**config.mk**
```make
export PLATFORM = sky130hd
export DESIGN_NAME = pma_service_port
export DESIGN_NICKNAME = d
export VERILOG_FILES = /design/src/logic/pma_pkg.sv /design/src/logic/sym_timer_if.sv /design/src/logic/sym_timer.sv /design/src/logic/pma_service_port.sv
export SDC_FILE = /design/constraint.sdc
export NUM_CORES = 1
export LEC_CHECK = 0
export BUFFER_PORTS_ARGS = -buffer_cell sky130_fd_sc_hd__buf_2
export CORE_UTILIZATION = 55
export DETAILED_ROUTE_END_ITERATION = 8
export PLACE_DENSITY = 0.86
export SYNTH_ARGS = -nofsm -noshare
export SYNTH_HDL_FRONTEND = slang
export SYNTH_HIERARCHICAL = 1
export SYNTH_SLANG_ARGS = --single-unit
```
**constraint.sdc**
```tcl
create_clock -name core_clk -period 4.21 [get_ports core_clk]
set_input_delay 0.6315 -clock core_clk [delete_from_list [all_inputs] [get_ports core_clk]]
set_output_delay 0.6315 -clock core_clk [all_outputs]
set_load 0.02 [all_outputs]
```
**src/logic/pma_pkg.sv**
```systemverilog
// Constants and types for the ternary service port
package pma_pkg;

  // ----------------------------------------
  // Timing
  // ----------------------------------------
  localparam int CLK_PERIOD_PS = 8000;
  localparam int SYMBOL_NS = 40;
  localparam int SYMBOL_CYCLES = (SYMBOL_NS * 1000 + CLK_PERIOD_PS - 1) / CLK_PERIOD_PS;
  localparam int IDLE_SILENCE_NS = 1200000;
  localparam int IDLE_SILENCE_SYMBOLS = IDLE_SILENCE_NS / SYMBOL_NS;
  localparam int STEP_W = 8;

  // ----------------------------------------
  // Ternary symbols, two-bit signed
  // ----------------------------------------
  typedef logic [1:0] tern_t;
  localparam tern_t TERN_ZERO = 2'h0;
  localparam tern_t TERN_POS = 2'h1;
  localparam tern_t TERN_NEG = 2'h3;
  localparam int PAIRS = 3;
  localparam int TERN_W = 2;

  // Type code, value arbitrary
  localparam logic [1:0] PMA_TYPE_T4 = 2'h1;

  // ----------------------------------------
  // Enumerations
  // ----------------------------------------
  typedef enum logic [1:0] {LINK_FAIL = 2'b00, LINK_READY = 2'b01, LINK_OK = 2'b10} link_status_t;
  typedef enum logic [1:0] {CTL_ENABLE = 2'b00, CTL_SCAN = 2'b01, CTL_DISABLE = 2'b10} link_control_t;
  typedef enum logic [1:0] {RX_IDLE = 2'b00, RX_PREAMBLE = 2'b01, RX_DATA = 2'b10} rx_state_t;
  typedef enum logic [1:0] {TI_SILENT = 2'b00, TI_NEG = 2'b01, TI_POS = 2'b10} idle_phase_t;

  // ----------------------------------------
  // Register map
  // ----------------------------------------
  localparam int ADDR_W = 8;
  localparam logic [ADDR_W-1:0] REG_CTRL = 8'h00;
  localparam logic [ADDR_W-1:0] REG_STATUS = 8'h04;
  localparam logic [ADDR_W-1:0] REG_INT_STATUS = 8'h08;
  localparam logic [ADDR_W-1:0] REG_INT_MASK = 8'h0C;
  localparam logic [ADDR_W-1:0] REG_TYPE = 8'h10;

  typedef enum logic [2:0] {
    SEL_CTRL = 3'b000, SEL_STATUS = 3'b001, SEL_INT_STATUS = 3'b010,
    SEL_INT_MASK = 3'b011, SEL_TYPE = 3'b100, SEL_NONE = 3'b111
  } reg_sel_t;

  // Field positions
  localparam int CTRL_LINK_LSB = 0;
  localparam int STAT_LINK_LSB = 0;
  localparam int STAT_CARRIER = 2;
  localparam int STAT_RX_LSB = 3;
  localparam int STAT_STEP_LSB = 8;

  // Interrupt bits
  localparam int INT_W = 3;
  localparam int INT_CARRIER_ON = 0;
  localparam int INT_LINK_CHANGE = 1;
  localparam int INT_SSD = 2;

  localparam logic [1:0] RESP_OKAY = 2'h0;
  localparam logic [1:0] RESP_SLVERR = 2'h2;
  localparam logic [31:0] DATA_ZERO = 32'h0000_0000;

endpackage : pma_pkg

```
**src/logic/sym_timer_if.sv**
```systemverilog
// Carrier between the symbol timer and the port logic
`timescale 1ns/1ps
interface sym_timer_if #(parameter int STEP_W = 8);
  logic done;
  logic txClk;
  logic [STEP_W-1:0] step;
  modport timer (output done, output txClk, output step);
  modport user (input done, input txClk, input step);
endinterface : sym_timer_if

```
**src/logic/sym_timer.sv**
```systemverilog
// Free-running symbol timer with transmit clock and step count
`timescale 1ns/1ps
module sym_timer #(
  parameter int CYCLES = pma_pkg::SYMBOL_CYCLES,
  parameter int STEP_W = pma_pkg::STEP_W
) (
  input wire logic core_clk,
  input wire logic reset_n,
  input wire logic clkEnable,
  sym_timer_if.timer tmr
);
  localparam int CNT_W = $clog2(CYCLES + 1);
  localparam logic [CNT_W-1:0] LAST = CNT_W'(CYCLES - 1);
  localparam logic [CNT_W-1:0] HIGH = CNT_W'((CYCLES + 1) / 2);

  typedef struct packed {
    logic [CNT_W-1:0] cnt;
    logic clkOut;
    logic [STEP_W-1:0] step;
  } tstate_t;

  tstate_t st_reg;
  tstate_t st_next;
  logic expire;

  assign expire = (st_reg.cnt == LAST);

  always_comb
  begin
    st_next = st_reg;
    // Restart at once; restarting clears the done condition
    st_next.cnt = expire ? '0 : st_reg.cnt + 1'b1;
    // Clock edge rises on each restart
    st_next.clkOut = (st_next.cnt < HIGH);
    if (expire)
    begin
      st_next.step = st_reg.step + 1'b1;
    end
  end

  always_ff @(posedge core_clk)
  begin
    if (!reset_n)
    begin
      st_reg <= '0;
    end
    else if (clkEnable)
    begin
      st_reg <= st_next;
    end
  end

  // Gated so a frozen timer does not repeat its expiry
  assign tmr.done = expire & clkEnable;
  assign tmr.txClk = st_reg.clkOut;
  assign tmr.step = st_reg.step;

endmodule : sym_timer

```
**src/logic/pma_service_port.sv**
```systemverilog
// Ternary attachment-layer service port with AXI4-Lite control
// ----------------------------------------
// Function
// - Symbol timer runs freely, 40 ns period.
// - Transmit clock follows timer expiries.
// - One coding step per timer expiry.
// - Transmit request issued on each expiry.
// - Type indication always shows T4.
// - IDLE vector sends link integrity pulses.
// - Requested symbols are placed on pairs.
// - Receive vector is IDLE between packets.
// - PREAMBLE from carrier until delimiter recognised.
// - Receive data: three ternary symbols.
// - Receive indications follow recovered symbol timing.
// - Receive data passed only while link OK.
// - Carrier OFF between packets, ON during.
// - Link FAIL, READY or OK reported.
// ----------------------------------------
//
// Decided for this implementation: the placing of the registers and register access over AXI4-Lite.
`timescale 1ns/1ps
module pma_service_port #(
  parameter int SILENCE_SYMBOLS = pma_pkg::IDLE_SILENCE_SYMBOLS,
  parameter int ADDR_W = pma_pkg::ADDR_W
) (
  input wire logic core_clk,
  input wire logic reset_n,
  input wire logic clkEnable,
  input wire logic [ADDR_W-1:0] s_axi_awaddr,
  input wire logic s_axi_awvalid,
  output logic s_axi_awready,
  input wire logic [31:0] s_axi_wdata,
  input wire logic [3:0] s_axi_wstrb,
  input wire logic s_axi_wvalid,
  output logic s_axi_wready,
  output logic [1:0] s_axi_bresp,
  output logic s_axi_bvalid,
  input wire logic s_axi_bready,
  input wire logic [ADDR_W-1:0] s_axi_araddr,
  input wire logic s_axi_arvalid,
  output logic s_axi_arready,
  output logic [31:0] s_axi_rdata,
  output logic [1:0] s_axi_rresp,
  output logic s_axi_rvalid,
  input wire logic s_axi_rready,
  output logic txClk,
  output logic txRequest,
  input wire logic txIdle,
  input wire logic [5:0] txSym,
  output logic [5:0] lineTx,
  input wire logic rxStrobeIn,
  input wire logic [5:0] rxSymIn,
  input wire logic carrierIn,
  input wire logic ssdSeen,
  input wire logic linkValid,
  output logic rxIndicate,
  output logic rxIdle,
  output logic rxPreamble,
  output logic [5:0] rxSym,
  output logic carrierStatus,
  output logic [1:0] linkStatus,
  output logic [1:0] pmaType,
  output logic irq
);
  localparam int SIL_W = $clog2(SILENCE_SYMBOLS + 1);
  localparam logic [SIL_W-1:0] SIL_LAST = SIL_W'(SILENCE_SYMBOLS - 1);
  localparam int VW = pma_pkg::PAIRS * pma_pkg::TERN_W;

  // ----------------------------------------
  // State
  // ----------------------------------------
  typedef struct packed {
    logic awHave;
    logic [ADDR_W-1:0] awAddr;
    logic wHave;
    logic [31:0] wData;
    logic [3:0] wStrb;
    logic bValid;
    logic [1:0] bResp;
    logic rValid;
    logic [31:0] rData;
    logic [1:0] rResp;
    pma_pkg::link_control_t linkCtl;
    logic [pma_pkg::INT_W-1:0] intStatus;
    logic [pma_pkg::INT_W-1:0] intMask;
    pma_pkg::link_status_t linkStat;
    logic carrier;
    pma_pkg::rx_state_t rxState;
    logic rxInd;
    logic [VW-1:0] rxVec;
    logic [VW-1:0] lineVec;
    logic collided;
    pma_pkg::idle_phase_t idlePhase;
    logic [SIL_W-1:0] silenceCnt;
  } state_t;

  state_t st_reg;
  state_t st_next;

  sym_timer_if #(.STEP_W(pma_pkg::STEP_W)) tmrBus ();

  sym_timer #(
    .CYCLES(pma_pkg::SYMBOL_CYCLES),
    .STEP_W(pma_pkg::STEP_W)
  ) timer0 (
    .core_clk(core_clk),
    .reset_n(reset_n),
    .clkEnable(clkEnable),
    .tmr(tmrBus.timer)
  );

  // ----------------------------------------
  // Decoding helpers
  // ----------------------------------------
  function automatic pma_pkg::reg_sel_t regSel(input logic [ADDR_W-1:0] a);
    case (a)
      pma_pkg::REG_CTRL: regSel = pma_pkg::SEL_CTRL;
      pma_pkg::REG_STATUS: regSel = pma_pkg::SEL_STATUS;
      pma_pkg::REG_INT_STATUS: regSel = pma_pkg::SEL_INT_STATUS;
      pma_pkg::REG_INT_MASK: regSel = pma_pkg::SEL_INT_MASK;
      pma_pkg::REG_TYPE: regSel = pma_pkg::SEL_TYPE;
      default: regSel = pma_pkg::SEL_NONE;
    endcase
  endfunction : regSel

  function automatic pma_pkg::link_status_t linkEval(input pma_pkg::link_control_t ctl, input logic valid);
    case (ctl)
      pma_pkg::CTL_ENABLE: linkEval = valid ? pma_pkg::LINK_OK : pma_pkg::LINK_FAIL;
      pma_pkg::CTL_SCAN: linkEval = valid ? pma_pkg::LINK_READY : pma_pkg::LINK_FAIL;
      default: linkEval = pma_pkg::LINK_FAIL;
    endcase
  endfunction : linkEval

  // ----------------------------------------
  // Per-pair data drive
  // ----------------------------------------
  // BI pairs go silent once carrier is seen during data, until IDLE
  logic collideNow;
  logic [VW-1:0] dataDrive;
  assign collideNow = st_reg.collided | st_reg.carrier;

  genvar p;
  generate
    for (p = 0; p < pma_pkg::PAIRS; p++)
    begin : g_pair
      if (p == 0)
      begin : g_dedicated
        assign dataDrive[p*2 +: 2] = txSym[p*2 +: 2];
      end
      else
      begin : g_bidir
        assign dataDrive[p*2 +: 2] = collideNow ? pma_pkg::TERN_ZERO : txSym[p*2 +: 2];
      end
    end
  endgenerate

  // ----------------------------------------
  // Next-state logic
  // ----------------------------------------
  logic awTake;
  logic wTake;
  logic arTake;
  logic doWrite;
  logic [pma_pkg::INT_W-1:0] events;
  pma_pkg::link_status_t linkNew;
  pma_pkg::reg_sel_t wSel;
  pma_pkg::reg_sel_t rSel;

  assign awTake = s_axi_awvalid & s_axi_awready;
  assign wTake = s_axi_wvalid & s_axi_wready;
  assign arTake = s_axi_arvalid & s_axi_arready;
  assign doWrite = st_reg.awHave & st_reg.wHave & ~st_reg.bValid;
  assign wSel = regSel(st_reg.awAddr);
  assign rSel = regSel(s_axi_araddr);

  always_comb
  begin
    st_next = st_reg;
    events = '0;
    linkNew = linkEval(st_reg.linkCtl, linkValid);

    // Link and carrier status
    st_next.linkStat = linkNew;
    events[pma_pkg::INT_LINK_CHANGE] = (linkNew != st_reg.linkStat);
    st_next.carrier = carrierIn;
    events[pma_pkg::INT_CARRIER_ON] = carrierIn & ~st_reg.carrier;

    // Receive path on recovered timing
    st_next.rxInd = 1'b0;
    if (rxStrobeIn)
    begin
      st_next.rxInd = (st_reg.linkStat == pma_pkg::LINK_OK);
      if (st_reg.linkStat != pma_pkg::LINK_OK || !carrierIn)
      begin
        st_next.rxState = pma_pkg::RX_IDLE;
      end
      else
      begin
        case (st_reg.rxState)
          pma_pkg::RX_IDLE: st_next.rxState = pma_pkg::RX_PREAMBLE;
          pma_pkg::RX_PREAMBLE:
          begin
            if (ssdSeen)
            begin
              st_next.rxState = pma_pkg::RX_DATA;
              events[pma_pkg::INT_SSD] = 1'b1;
            end
          end
          pma_pkg::RX_DATA: st_next.rxState = pma_pkg::RX_DATA;
          default: st_next.rxState = pma_pkg::RX_IDLE;
        endcase
      end
      // Symbols only carried in data form
      st_next.rxVec = (st_next.rxState == pma_pkg::RX_DATA) ? rxSymIn : '0;
    end

    // Transmit path, one step per expiry
    if (tmrBus.done)
    begin
      if (txIdle || st_reg.linkStat != pma_pkg::LINK_OK)
      begin
        st_next.collided = 1'b0;
        st_next.lineVec = '0;
        case (st_reg.idlePhase)
          pma_pkg::TI_SILENT:
          begin
            if (st_reg.silenceCnt == SIL_LAST)
            begin
              st_next.silenceCnt = '0;
              st_next.idlePhase = pma_pkg::TI_NEG;
            end
            else
            begin
              st_next.silenceCnt = st_reg.silenceCnt + 1'b1;
            end
          end
          pma_pkg::TI_NEG:
          begin
            st_next.lineVec[1:0] = pma_pkg::TERN_NEG;
            st_next.idlePhase = pma_pkg::TI_POS;
          end
          pma_pkg::TI_POS:
          begin
            st_next.lineVec[1:0] = pma_pkg::TERN_POS;
            st_next.idlePhase = pma_pkg::TI_SILENT;
          end
          default: st_next.idlePhase = pma_pkg::TI_SILENT;
        endcase
      end
      else
      begin
        // Idle restarts with silence after a packet
        st_next.idlePhase = pma_pkg::TI_SILENT;
        st_next.silenceCnt = '0;
        st_next.collided = collideNow;
        st_next.lineVec = dataDrive;
      end
    end

    // Write channel
    if (awTake)
    begin
      st_next.awHave = 1'b1;
      st_next.awAddr = s_axi_awaddr;
    end
    if (wTake)
    begin
      st_next.wHave = 1'b1;
      st_next.wData = s_axi_wdata;
      st_next.wStrb = s_axi_wstrb;
    end
    if (st_reg.bValid && s_axi_bready)
    begin
      st_next.bValid = 1'b0;
    end
    if (doWrite)
    begin
      st_next.awHave = 1'b0;
      st_next.wHave = 1'b0;
      st_next.bValid = 1'b1;
      st_next.bResp = (wSel == pma_pkg::SEL_NONE) ? pma_pkg::RESP_SLVERR : pma_pkg::RESP_OKAY;
      if (st_reg.wStrb[0])
      begin
        case (wSel)
          pma_pkg::SEL_CTRL:
          begin
            // Unused encoding ignored, mode kept
            if (st_reg.wData[pma_pkg::CTRL_LINK_LSB +: 2] != 2'h3)
            begin
              st_next.linkCtl = pma_pkg::link_control_t'(st_reg.wData[pma_pkg::CTRL_LINK_LSB +: 2]);
            end
          end
          pma_pkg::SEL_INT_STATUS:
            st_next.intStatus = st_reg.intStatus & ~st_reg.wData[pma_pkg::INT_W-1:0];
          pma_pkg::SEL_INT_MASK: st_next.intMask = st_reg.wData[pma_pkg::INT_W-1:0];
          default: st_next.linkCtl = st_reg.linkCtl;
        endcase
      end
    end
    // Set wins over a clear in the same cycle
    st_next.intStatus = st_next.intStatus | events;

    // Read channel
    if (st_reg.rValid && s_axi_rready)
    begin
      st_next.rValid = 1'b0;
    end
    if (arTake)
    begin
      st_next.rValid = 1'b1;
      st_next.rResp = pma_pkg::RESP_OKAY;
      st_next.rData = pma_pkg::DATA_ZERO;
      case (rSel)
        pma_pkg::SEL_CTRL: st_next.rData[pma_pkg::CTRL_LINK_LSB +: 2] = st_reg.linkCtl;
        pma_pkg::SEL_STATUS:
        begin
          st_next.rData[pma_pkg::STAT_LINK_LSB +: 2] = st_reg.linkStat;
          st_next.rData[pma_pkg::STAT_CARRIER] = st_reg.carrier;
          st_next.rData[pma_pkg::STAT_RX_LSB +: 2] = st_reg.rxState;
          st_next.rData[pma_pkg::STAT_STEP_LSB +: pma_pkg::STEP_W] = tmrBus.step;
        end
        pma_pkg::SEL_INT_STATUS: st_next.rData[pma_pkg::INT_W-1:0] = st_reg.intStatus;
        pma_pkg::SEL_INT_MASK: st_next.rData[pma_pkg::INT_W-1:0] = st_reg.intMask;
        pma_pkg::SEL_TYPE: st_next.rData[1:0] = pma_pkg::PMA_TYPE_T4;
        default: st_next.rResp = pma_pkg::RESP_SLVERR;
      endcase
    end
  end

  always_ff @(posedge core_clk)
  begin
    if (!reset_n)
    begin
      st_reg <= '0;
    end
    else if (clkEnable)
    begin
      st_reg <= st_next;
    end
  end

  // ----------------------------------------
  // Outputs
  // ----------------------------------------
  assign s_axi_awready = ~st_reg.awHave & ~st_reg.bValid;
  assign s_axi_wready = ~st_reg.wHave & ~st_reg.bValid;
  assign s_axi_bvalid = st_reg.bValid;
  assign s_axi_bresp = st_reg.bResp;
  assign s_axi_arready = ~st_reg.rValid;
  assign s_axi_rvalid = st_reg.rValid;
  assign s_axi_rdata = st_reg.rData;
  assign s_axi_rresp = st_reg.rResp;

  assign txClk = tmrBus.txClk;
  assign txRequest = tmrBus.done;
  assign lineTx = st_reg.lineVec;
  assign rxIndicate = st_reg.rxInd;
  assign rxIdle = (st_reg.rxState == pma_pkg::RX_IDLE);
  assign rxPreamble = (st_reg.rxState == pma_pkg::RX_PREAMBLE);
  assign rxSym = st_reg.rxVec;
  assign carrierStatus = st_reg.carrier;
  assign linkStatus = st_reg.linkStat;
  assign pmaType = pma_pkg::PMA_TYPE_T4;
  assign irq = |(st_reg.intStatus & st_reg.intMask);

endmodule : pma_service_port

```
==> results of run 1 <==
-- per-stage QoR --
stage	instance area (um2)	hold slack [ns]	power, mW
2_1_floorplan	4390	0.432	0.979
3_3_place_gp	4460	0.443	1.01
3_5_place_dp	4460	0.446	1.01
4_1_cts	4630	0.467	1.52
5_1_grt	4630	0.491	1.58
6_report	4630	0.468	1.52
-- layout by cell type (no fill, tap or decap), drive strengths merged, types with 3 or more instances in the layout --
master  Yosys  routed
o21ai      15      15
or3         6       6
a32oi      10      10
a31oi       4       4
o31ai       6       6
nor3b       3       3
nand3      12      12
nor2b       5       5
clkbuf     16      10
nand2b      4       4
a21oi      27      27
a22oi      11      11
and2        3       3
nand2      26      26
conb        2      23
nor4b       4       4
ha          6       6
and3        3       3
dfxtp      87      87
mux2i      21      21
nor3        3       3
nor2       59      59
nand4       6       6
or4         7       7
xor2        7       7
and4        4       4
nand3b      5       5
a211oi      3       3
clkinv      1       4
nor4        9       9
buf        62      91
inv        15      17
-- metal layers --
layer  up-vias  track usage [%]
met1      1764             30.3
li1       1766                -
met4         0             9.27
met5         -                0
met2       137             36.4
met3        14             5.13
-- worst reg2reg max path: stages (launching register included) --
cell and delay [ns]:
dfxtp_1 0.35, inv_1 0.08, ha_1 0.27, nand3_2 0.25, inv_1 0.22, and2_0 0.53, o21ai_1 0.41, or4_1 0.56
a21oi_1 0.14
-- power by group through the flow --
stage	Clock, mW	Sequential, mW	Combinational, mW
final	0.524	0.853	0.142
after global routing	0.575	0.855	0.154
after CTS	0.531	0.852	0.141
after detailed placement	0	0.872	0.140
after global placement	0	0.870	0.137
after floorplan	0	0.870	0.110
-- kinds of logic after synthesis --
logic type / Yosys count / synth area share (%)
simple gates: 165 / 20.6
flops: 87 / 40.4
compound gates: 100 / 16.0
buf+inv: 94 / 13.6
other cells: 2 / 0.174
fa+ha+maj: 6 / 1.74
xor+xnor: 8 / 1.63
mux: 24 / 5.92
-- worst max-delay path by stage --
| stage | startpoint | endpoint | slack (ns) | cells after the start |
|---|---|---|---|---|
| floorplan | clkEnable | st_reg[0] | 1.82 | 9 |
| CTS | timer0/st_reg[9] | st_reg[9] | 1.34 | 8 |
| detailed placement | clkEnable | st_reg[11] | 1.31 | 7 |
| global route | timer0/st_reg[9] | st_reg[9] | 1.03 | 8 |
| global placement | clkEnable | st_reg[11] | 1.42 | 7 |
| finish | timer0/st_reg[9] | st_reg[9] | 1.33 | 8 |
-- cell type report --
class / count / area [um2] / share of cell area (%)
Clock buffer: 10 / 128 / 2.75
Clock inverter: 6 / 43.8 / 0.945
Inverter: 16 / 60.1 / 1.30
Multi-Input combinational cell: 326 / 2070 / 44.6
Sequential cell: 87 / 1740 / 37.6
Tap cell: 99 / 124 / 2.67
Timing Repair Buffer: 91 / 470 / 10.2
==> summary.md, run 1 <==
| Metric | Value |
|---|---|
| Layout Utilization | 62.6% |
| Setup Buffers After CTS | 0 |
| Starting density of the core | 58.2% |
| Post-synthesis sequential area ratio | 40.4% |
| Top cell type's share of synthesized area | 40.4% |
| Core area | 7410 um2 |
| Min Tclk post-route | 2.88 ns |
| Post-cts sizing count | 0 |
| Max transition margin | 39.7% |
| RSZ-0062 raised after global routing | false |
| Sw frac | approximately 27% |
| Delay of the slowest critical-path stage | 0.56 ns |
| Top sig layer | met4 |
| # rows | 31 |
| Fin. max-slew vios | 0 |
| Initial antenna violation count | 0 |
| Post-synthesis cell area | roughly 4300 um2 |
| Root buffer cell | clkbuf_8 |
| Netlist cell types | between 60 and 70 |
| Buffer and inverter count on the worst path | 2 |
| CP startpoint kind | flop |
| Final Non-Filler Cells | 635 |
| Clock share of power | 34.5% |
| Period utilisation layout | 68.4% |
| Syn avg cell area | approximately 8.9 um2 |
| Hold Buf Count CTS | 0 |
| Number of flops mapped to enable cells by yosys | 0 |
| Setup Viol. Count Final | 0 |
| CP max stage cell | or4_1 |
| Worst vdd ir | between 0.15 and 0.2 mV |
| Residual DRC count | 0 |
| Seq pwr share | 56.1% |
| H-tree depth | 3 |
| Share of cells above drive strength 1 | 22.0% |
| Crit-path cells | inv_1 > ha_1 > nand3_2 > inv_1 > and2_0 > o21ai_1 > or4_1 > a21oi_1 |
| Wire per inst | 15.0 um |
| Fillers | roughly 630 |
| Post-route ant nets | 0 |
| Combinational share of power | about a tenth |
| Worst-skew pair later-pin latency | 0.36 ns |
| Clk sink count | 87 |
| Die Y-Extent | 90.5 um |
| Worst reg2reg path depth | 8 |
| Area leader, netlist | dfxtp_1 |
| Routability cong. | 0.866 |
| CTS tree | built |
| F_max | between 300 and 400 MHz |
| Kind of cell adding the most delay to the critical path | simple AND/OR/NAND/NOR gates |
| Synthesized flop and latch total | 87 |
| R2R Setup Slk | between 1 and 1.5 ns |
| Iter 0 DRT Violations | 206 |
| Worst path most repeated cell | inv_1 |
| RR Startpoint | timer0/st_reg[9] |
| Reg2Reg Capture Point | st_reg[9] |
| DRT Pass-1 Iters | 5 |
| Static Leak | 1.92 nW |
| Worst Path Arrival | roughly 3.2 ns |
| Via density | 5.80 |
| Crit path kind | flop to flop |
| Area growth syn-to-layout | 7.52% |
| Crit path max fanout | 13 |
| Io pins | 141 |
| Hold path depth | 2 |
| Cell Int Power | 1.11 mW |
| Top post-synthesis cells by count | dfxtp_1, buf_4, nor2_1 |
| Met3 routed WL | between 500 and 600 um |
| Final Skew | 0.0114 ns |
| Wire length on met2 | ~4500 um |
| First-pass GRT wire length | 15,400 um |
| P per Cell Area | 328 nW/um2 |
| Estimated wirelength of the detail-placed design | 6680 um |
| Clk buf depth | 2 |
| Drt total wl | 9510 um |
| Ys flop type | dfxtp_1 |
| Max-cap check violation count | 0 |
| Total Routing Usage GR | between 20% and 30% |
| Overflow after GRT | 0 |
| Hold Crit Start | s_axi_rresp[1] |
| Final hold viol count | 0 |
| Diodes inserted | 0 |
| Ys Warns | 6 |
| Min-delay worst type | flop to flop |
| Critical Path RT | 4.50 ns |
| Leading post-synthesis cells by cell area | dfxtp_1, buf_4, nor2_1 |
| Pre-CTS WS | around 1.3 ns |
| Largest register FFs | 42 |
| Final setup margin | around 1.3 ns |
| Top-count cell post-synth | dfxtp_1 |
| TritonCTS buffer count | 9 |
| Worst-Margin Slew | around 0.90 ns |
| P_sw | 0.413 mW |
| Clock-pin transition on the worst setup and hold timing paths | 0.09 ns |
| Nets | 614 |
| Largest net degree at the start of global routing | 54 |
| Final TNS setup | 0 ns |
| Post-synthesis cell count | 486 |
| Area of the die | 8190 um2 |
| Placed Cells incl. Taps | 619 |
| Met1 WL | 4250 um |
| Worst Hold End | s_axi_rresp[1] |
| Die X | 90.5 um |
| Asr flop ratio synth | 0% |
| Vias | 3,681 |
| Status | finished clean |
| Vias in the first global route | 3,365 |
| Critical Path End Type | flop |
| IO buf count | 85 |
No activity file was read; power rests on OpenSTA's default activity.
==> run 2: changes to the inputs <==
- CORE_UTILIZATION: 55 -> 46
- PLACE_DENSITY: 0.86 -> 0.77
- clock period: 4.21 -> 2.59 ns (I/O delays scaled with it)
==> summary.md, run 2 (synthesis gave the netlist of run 1 again) <==
| Metric | Value |
|---|---|
| Status | finished clean |
| Combinational share of power | 9.4% (about the same) |
| Cell Area, Placed | 4530 um2 (+1.6%) |
| Reg2Reg Capture Point | st_reg[5] |
| Fillers | 827 (+31%) |
| RSZ-0062 raised after global routing | false |
| Largest register FFs | 42 (unchanged) |
| Min Tclk post-route | 2.28 ns (-0.598 ns) |
| CTS tree | built |
| Wire per inst | 14.8 um (-1.1%) |
| Final hold slack | 0.264 ns (-0.204 ns) |
| Overflow after GRT | 0 (unchanged) |
| RR Startpoint | timer0/st_reg[9] |
| Residual DRC count | 0 (unchanged) |
| R2R Setup Slk | 0.31 ns (-1.02 ns) |
| Crit path max fanout | 9 (-4) |
| Final setup margin | 0.308 ns (-1.02 ns) |
| CP max stage cell | o21ai_0 |
| Area of the die | 9760 um2 (+19%) |
| Setup Viol. Count Final | 0 (unchanged) |
| Worst Hold End | st_reg[123] |
| Worst-Margin Slew | 0.656 ns (-0.246 ns) |
| Area growth syn-to-layout | 9.43% |
| Worst vdd ir | 0.298 mV (+63%) |
| Die Y-Extent | 98.8 um (+9.1%) |
| H-tree depth | 3 (unchanged) |
| Fin. max-slew vios | 0 (unchanged) |
| Root buffer cell | clkbuf_8 |
| Clock-pin transition on the worst setup and hold timing paths | 0.08 ns (about the same) |
| Kind of cell adding the most delay to the critical path | compound AO/OA/AOI/OAI gates |
| Diodes inserted | 0 (unchanged) |
| Iter 0 DRT Violations | 191 (-7.3%) |
| # rows | 34 (+9.7%) |
| Vias in the first global route | 3,300 (-1.9%) |
| Worst-skew pair later-pin latency | 0.36 ns (about the same) |
| Final Skew | 0.00847 ns (-0.00292 ns) |
| Io pins | 141 (unchanged) |
| First-pass GRT wire length | 15,900 um (+3.0%) |
| Initial antenna violation count | 0 (unchanged) |
| Crit path kind | flop to flop |
| Static Leak | 1.97 nW (+2.4%) |
| TritonCTS buffer count | 9 (unchanged) |
| F_max | 438 MHz (+26%) |
| Most frequent cells in the layout | dfxtp_1, buf_2, nor2_1 |
| Delay of the slowest critical-path stage | 0.48 ns (-0.08 ns) |
| Worst Path Arrival | 2.53 ns (-0.64 ns) |
| P_sw | 0.635 mW (+54%) |
| Nets | 622 (+1.3%) |
| Worst reg2reg path depth | 9 (+1) |
| Routability cong. | 0.814 (-5.9%) |
| Starting density of the core | 48.5% (-9.7 points) |
| Worst path most repeated cell | inv_1 |
| Critical Path End Type | flop |
| Layout Utilization | 53.1% (-9.5 points) |
| Die X | 98.8 um (+9.1%) |
| Critical Path RT | 2.84 ns (-1.66 ns) |
| Final hold viol count | 0 (unchanged) |
| Sw frac | 25.4% (-1.8 points) |
| DRT Pass-1 Iters | 5 (unchanged) |
| Clk buf depth | 2 (unchanged) |
| Clock share of power | 35.2% (+0.7 points) |
| Vias | 3,617 (-1.7%) |
| Setup Buffers After CTS | 0 (unchanged) |
| Share of cells above drive strength 1 | 23.2% (+1.2 points) |
| Hold Buf Count CTS | 0 (unchanged) |
| Final instance area | 4720 um2 (+1.8%) |
| Via density | 5.56 (-4.2%) |
| Hold Crit Start | s_axi_awaddr[4] |
| Post-route ant nets | 0 (unchanged) |
| Max-cap check violation count | 0 (unchanged) |
| Core area | 8890 um2 (+20%) |
| Drt total wl | 9640 um (+1.4%) |
| Total Routing Usage GR | 20.4% (-2.5 points) |
| Min-delay worst type | input pin to flop |
| P per Cell Area | 530 nW/um2 (+62%) |
| Seq pwr share | 55.4% (-0.7 points) |
| Clk sink count | 87 (unchanged) |
| Pre-CTS WS | 0.339 ns (-0.967 ns) |
| Period utilisation layout | 88.1% (+20 points) |
| Largest net degree at the start of global routing | 37 (-31%) |
| Cell Int Power | 1.87 mW (+69%) |
| Commonest non-fill, non-tap cell in the layout | dfxtp_1 |
| Final TNS setup | 0 ns (unchanged) |
| Max transition margin | 55.8% (+16 points) |
| Hold path depth | 3 (+1) |
| Post-cts sizing count | 0 (unchanged) |
| IO buf count | 85 (unchanged) |
| CP startpoint kind | flop |
| Estimated wirelength of the detail-placed design | 7010 um (+5.0%) |
| Crit-path cells | inv_1 > ha_1 > nand3_2 > inv_1 > and2_0 > o21ai_1 > o21ai_0 > buf_4 > nor2_1 |
| Buffer and inverter count on the worst path | 3 (+1) |
==> run 2: stage by stage <==
stage,power [mW],instances
after CTS,2.52,651
after global routing,2.60,651
after floorplan,1.59,507
final,2.50,651
after global placement,1.64,636
after detailed placement,1.65,636
==> run 2: worst max-delay path by stage <==
stage / startpoint / to / slack, ns / depth (start not counted)
floorplan: timer0/st_reg[9] / st_reg[0] / 0.38 / 10
global placement: timer0/st_reg[9] / st_reg[9] / 0.40 / 9
CTS: timer0/st_reg[9] / st_reg[5] / 0.31 / 9
global route: timer0/st_reg[9] / st_reg[5] / 0.09 / 9
finish: timer0/st_reg[9] / st_reg[5] / 0.31 / 9
detailed placement: timer0/st_reg[9] / st_reg[7] / 0.34 / 9
==> run 2: layer usage <==
layer | global-route usage [%] | vias to the layer above | wire, um
li1 | - | 1769 | -
met1 | 26.5 | 1701 | 4300
met2 | 33.4 | 134 | 4620
met3 | 5.89 | 13 | 603
met4 | 5.40 | 0 | 115
met5 | 0 | - | 0
==> run 2: final cells by class <==
type | instances | area [um2] | share of cell area, %
clock buffers | 12 | 165 | 3.50
repair buffers | 99 | 531 | 11.2
inverters | 16 | 60.1 | 1.27
flip-flops and latches | 87 | 1740 | 36.9
well taps | 108 | 135 | 2.86
clock inverters | 3 | 17.5 | 0.371
multi-input cells | 326 | 2070 | 43.8
==> run 2: tightest hold or removal path: cells and delay by family <==
kind | cells | cell delay (ns)
buffers and inverters | 1 | 0.07
multiplexers | 1 | 0.05
AND/OR/NAND/NOR | 1 | 0.07
==> run 2: power groups by stage <==
stage / clock network, mW / registers, mW / logic (mW)
final: 0.880 / 1.39 / 0.236
after floorplan: 0 / 1.41 / 0.178
after global routing: 0.954 / 1.39 / 0.259
after global placement: 0 / 1.41 / 0.230
after CTS: 0.900 / 1.39 / 0.236
after detailed placement: 0 / 1.42 / 0.234
==> run 3: changes to the inputs <==
- SKIP_CTS_REPAIR_TIMING: default -> 1
- clock period: 2.59 -> 2 ns (I/O delays scaled with it)
==> summary.md, run 3 (synthesis gave the netlist of run 1 again) <==
| Metric | Value |
|---|---|
| Crit path kind | flop to flop |
| Clk sink count | 87 (unchanged) |
| Core area | 8890 um2 (unchanged) |
| Min Tclk post-route | 2.01 ns (-0.268 ns) |
| Commonest non-fill, non-tap cell in the layout | buf_2 |
| H-tree depth | 3 (unchanged) |
| Overflow after GRT | 0 (unchanged) |
| Die Y-Extent | 98.8 um (unchanged) |
| Layout Utilization | 55.4% (+2.4 points) |
| Vias in the first global route | 3,439 (+4.2%) |
| # rows | 34 (unchanged) |
| Failing checks | setup timing |
| Total Routing Usage GR | 19.8% (-0.64 points) |
| Kind of cell adding the most delay to the critical path | simple AND/OR/NAND/NOR gates |
| Final hold slack | 0.167 ns (-0.0974 ns) |
| Buffer and inverter count on the worst path | 0 (-3) |
| Via density | 5.47 (-1.6%) |
| CTS tree | built |
| Final hold viol count | 0 (unchanged) |
| Die X | 98.8 um (unchanged) |
| Setup Viol. Count Final | 1 (+1) |
| Area growth syn-to-layout | 14.3% |
| Pwr Total | 3.37 mW (+35%) |
| Estimated wirelength of the detail-placed design | 7040 um (+0.32%) |
| RSZ-0062 raised after global routing | true |
| Worst vdd ir | 0.334 mV (+12%) |
| Critical Path RT | 2.28 ns (-0.56 ns) |
| Largest net degree at the start of global routing | 28 (-24%) |
| Worst Path Arrival | 2.29 ns (-0.24 ns) |
| Wire per inst | 14.2 um (-4.2%) |
| DRT Pass-1 Iters | 4 (-1) |
| Largest register FFs | 42 (unchanged) |
| Initial antenna violation count | 0 (unchanged) |
| Clock-pin transition on the worst setup and hold timing paths | 0.10 ns (+0.02 ns) |
| TritonCTS buffer count | 9 (unchanged) |
| Fin. max-slew vios | 0 (unchanged) |
| Vias | 3,659 (+1.2%) |
| Crit-path cells | or4_4 > or4_4 > or4_4 > a211oi_2 |
| Most frequent cells in the layout | buf_2, dfxtp_1, nor2_1 |
| Final Skew | 0.0129 ns (+0.00442 ns) |
| CP max stage cell | or4_4 |
| Period utilisation layout | 101% (+13 points) |
| Status | finished with violations |
| Diodes inserted | 0 (unchanged) |
| Starting density of the core | 48.5% (unchanged) |
| Max transition margin | 64.3% (+8.4 points) |
| Fillers | 802 (-3.0%) |
| Worst-skew pair later-pin latency | 0.36 ns (about the same) |
| Post-route ant nets | 0 (unchanged) |
| Final setup margin | -0.0138 ns (-0.322 ns) |
| Io pins | 141 (unchanged) |
| Share of cells above drive strength 1 | 28.0% (+4.8 points) |
| Crit path max fanout | 2 (-7) |
| Delay of the slowest critical-path stage | 0.54 ns (+0.06 ns) |
| Root buffer cell | clkbuf_8 |
| Area of the die | 9760 um2 (unchanged) |
| CP startpoint kind | flop |
| Residual DRC count | 0 (unchanged) |
| IO buf count | 85 (unchanged) |
| Routability cong. | 0.830 (+1.9%) |
| Clk buf depth | 2 (unchanged) |
| Nets | 640 (+2.9%) |
| Static Leak | 2.06 nW (+5.0%) |
| Iter 0 DRT Violations | 139 (-27%) |
| Max-cap check violation count | 0 (unchanged) |
| F_max | 497 MHz (+13%) |
| Worst-Margin Slew | 0.533 ns (-0.123 ns) |
| Worst path most repeated cell | or4_4 |
| Min-delay worst type | input pin to flop |
| Critical Path End Type | flop |
| Drt total wl | 9490 um (-1.6%) |
| First-pass GRT wire length | 15,600 um (-2.2%) |
| P per Cell Area | 684 nW/um2 (+29%) |
## run 3: cell count changes in the layout (fill, tap and decap cells not counted), sizes merged
| cell | before | now |
|---|---|---|
| buf | 99 | 117 |
| inv | 15 | 19 |
| clkbuf | 12 | 9 |
| clkinv | 3 | 1 |
| bufinv | 0 | 1 |
## run 3: path summary, 6_finish.rpt
check,cells past startpoint,slack (ns),to,start
worst max register to register,4,-0.01,st_reg[42],st_reg[120]
worst max-delay path,4,-0.01,st_reg[42],st_reg[120]
worst min-delay path,3,0.17,rxSym[2],rxSymIn[2]
worst min register to register,2,0.46,s_axi_rdata[2],s_axi_rdata[2]
## run 3: report_power, final
group / leakage (nW) / switching [mW] / total, mW / internal [mW]
combinational: 1.26 / 0.196 / 0.324 / 0.128
sequential: 0.705 / 0.0314 / 1.80 / 1.76
clock: 0.101 / 0.656 / 1.25 / 0.593
total: 2.06 / 0.884 / 3.37 / 2.48
## run 3: final cells by class
cell class                      count  area, um2  area share (%)
Inverter                           16       63.8            1.30
Sequential cell                    87       1750            35.4
Clock inverter                      6       73.8            1.50
Clock buffer                        9        124            2.51
Timing Repair Buffer              117        682            13.8
Multi-Input combinational cell    326       2100            42.7
Tap cell                          108        135            2.74
## run 3: per-layer routing
metal | up-vias | global-route usage [%] | part of all wire, %
met5 | - | 0 | 0
met3 | 14 | 5.11 | 5.1
li1 | 1811 | - | -
met1 | 1724 | 23.8 | 45
met2 | 110 | 33.5 | 48
met4 | 0 | 8.50 | 2.0
## run 3: tightest hold or removal path, stage by stage
cell     delay [ns]
buf_2          0.07
a22oi_1        0.05
nor2_1         0.07
## run 3: metrics by stage
stage | instances | area [um2] | setup TNS (ns) | setup WS, ns
2_1_floorplan | 507 | 4410 | 0 | 0.00558
3_3_place_gp | 649 | 4660 | 0 | 0.0264
3_5_place_dp | 649 | 4660 | -0.0235 | -0.0235
4_1_cts | 664 | 4860 | -0.122 | -0.0632
5_1_grt | 669 | 4930 | -0.0651 | -0.0601
6_report | 669 | 4930 | -0.0138 | -0.0138
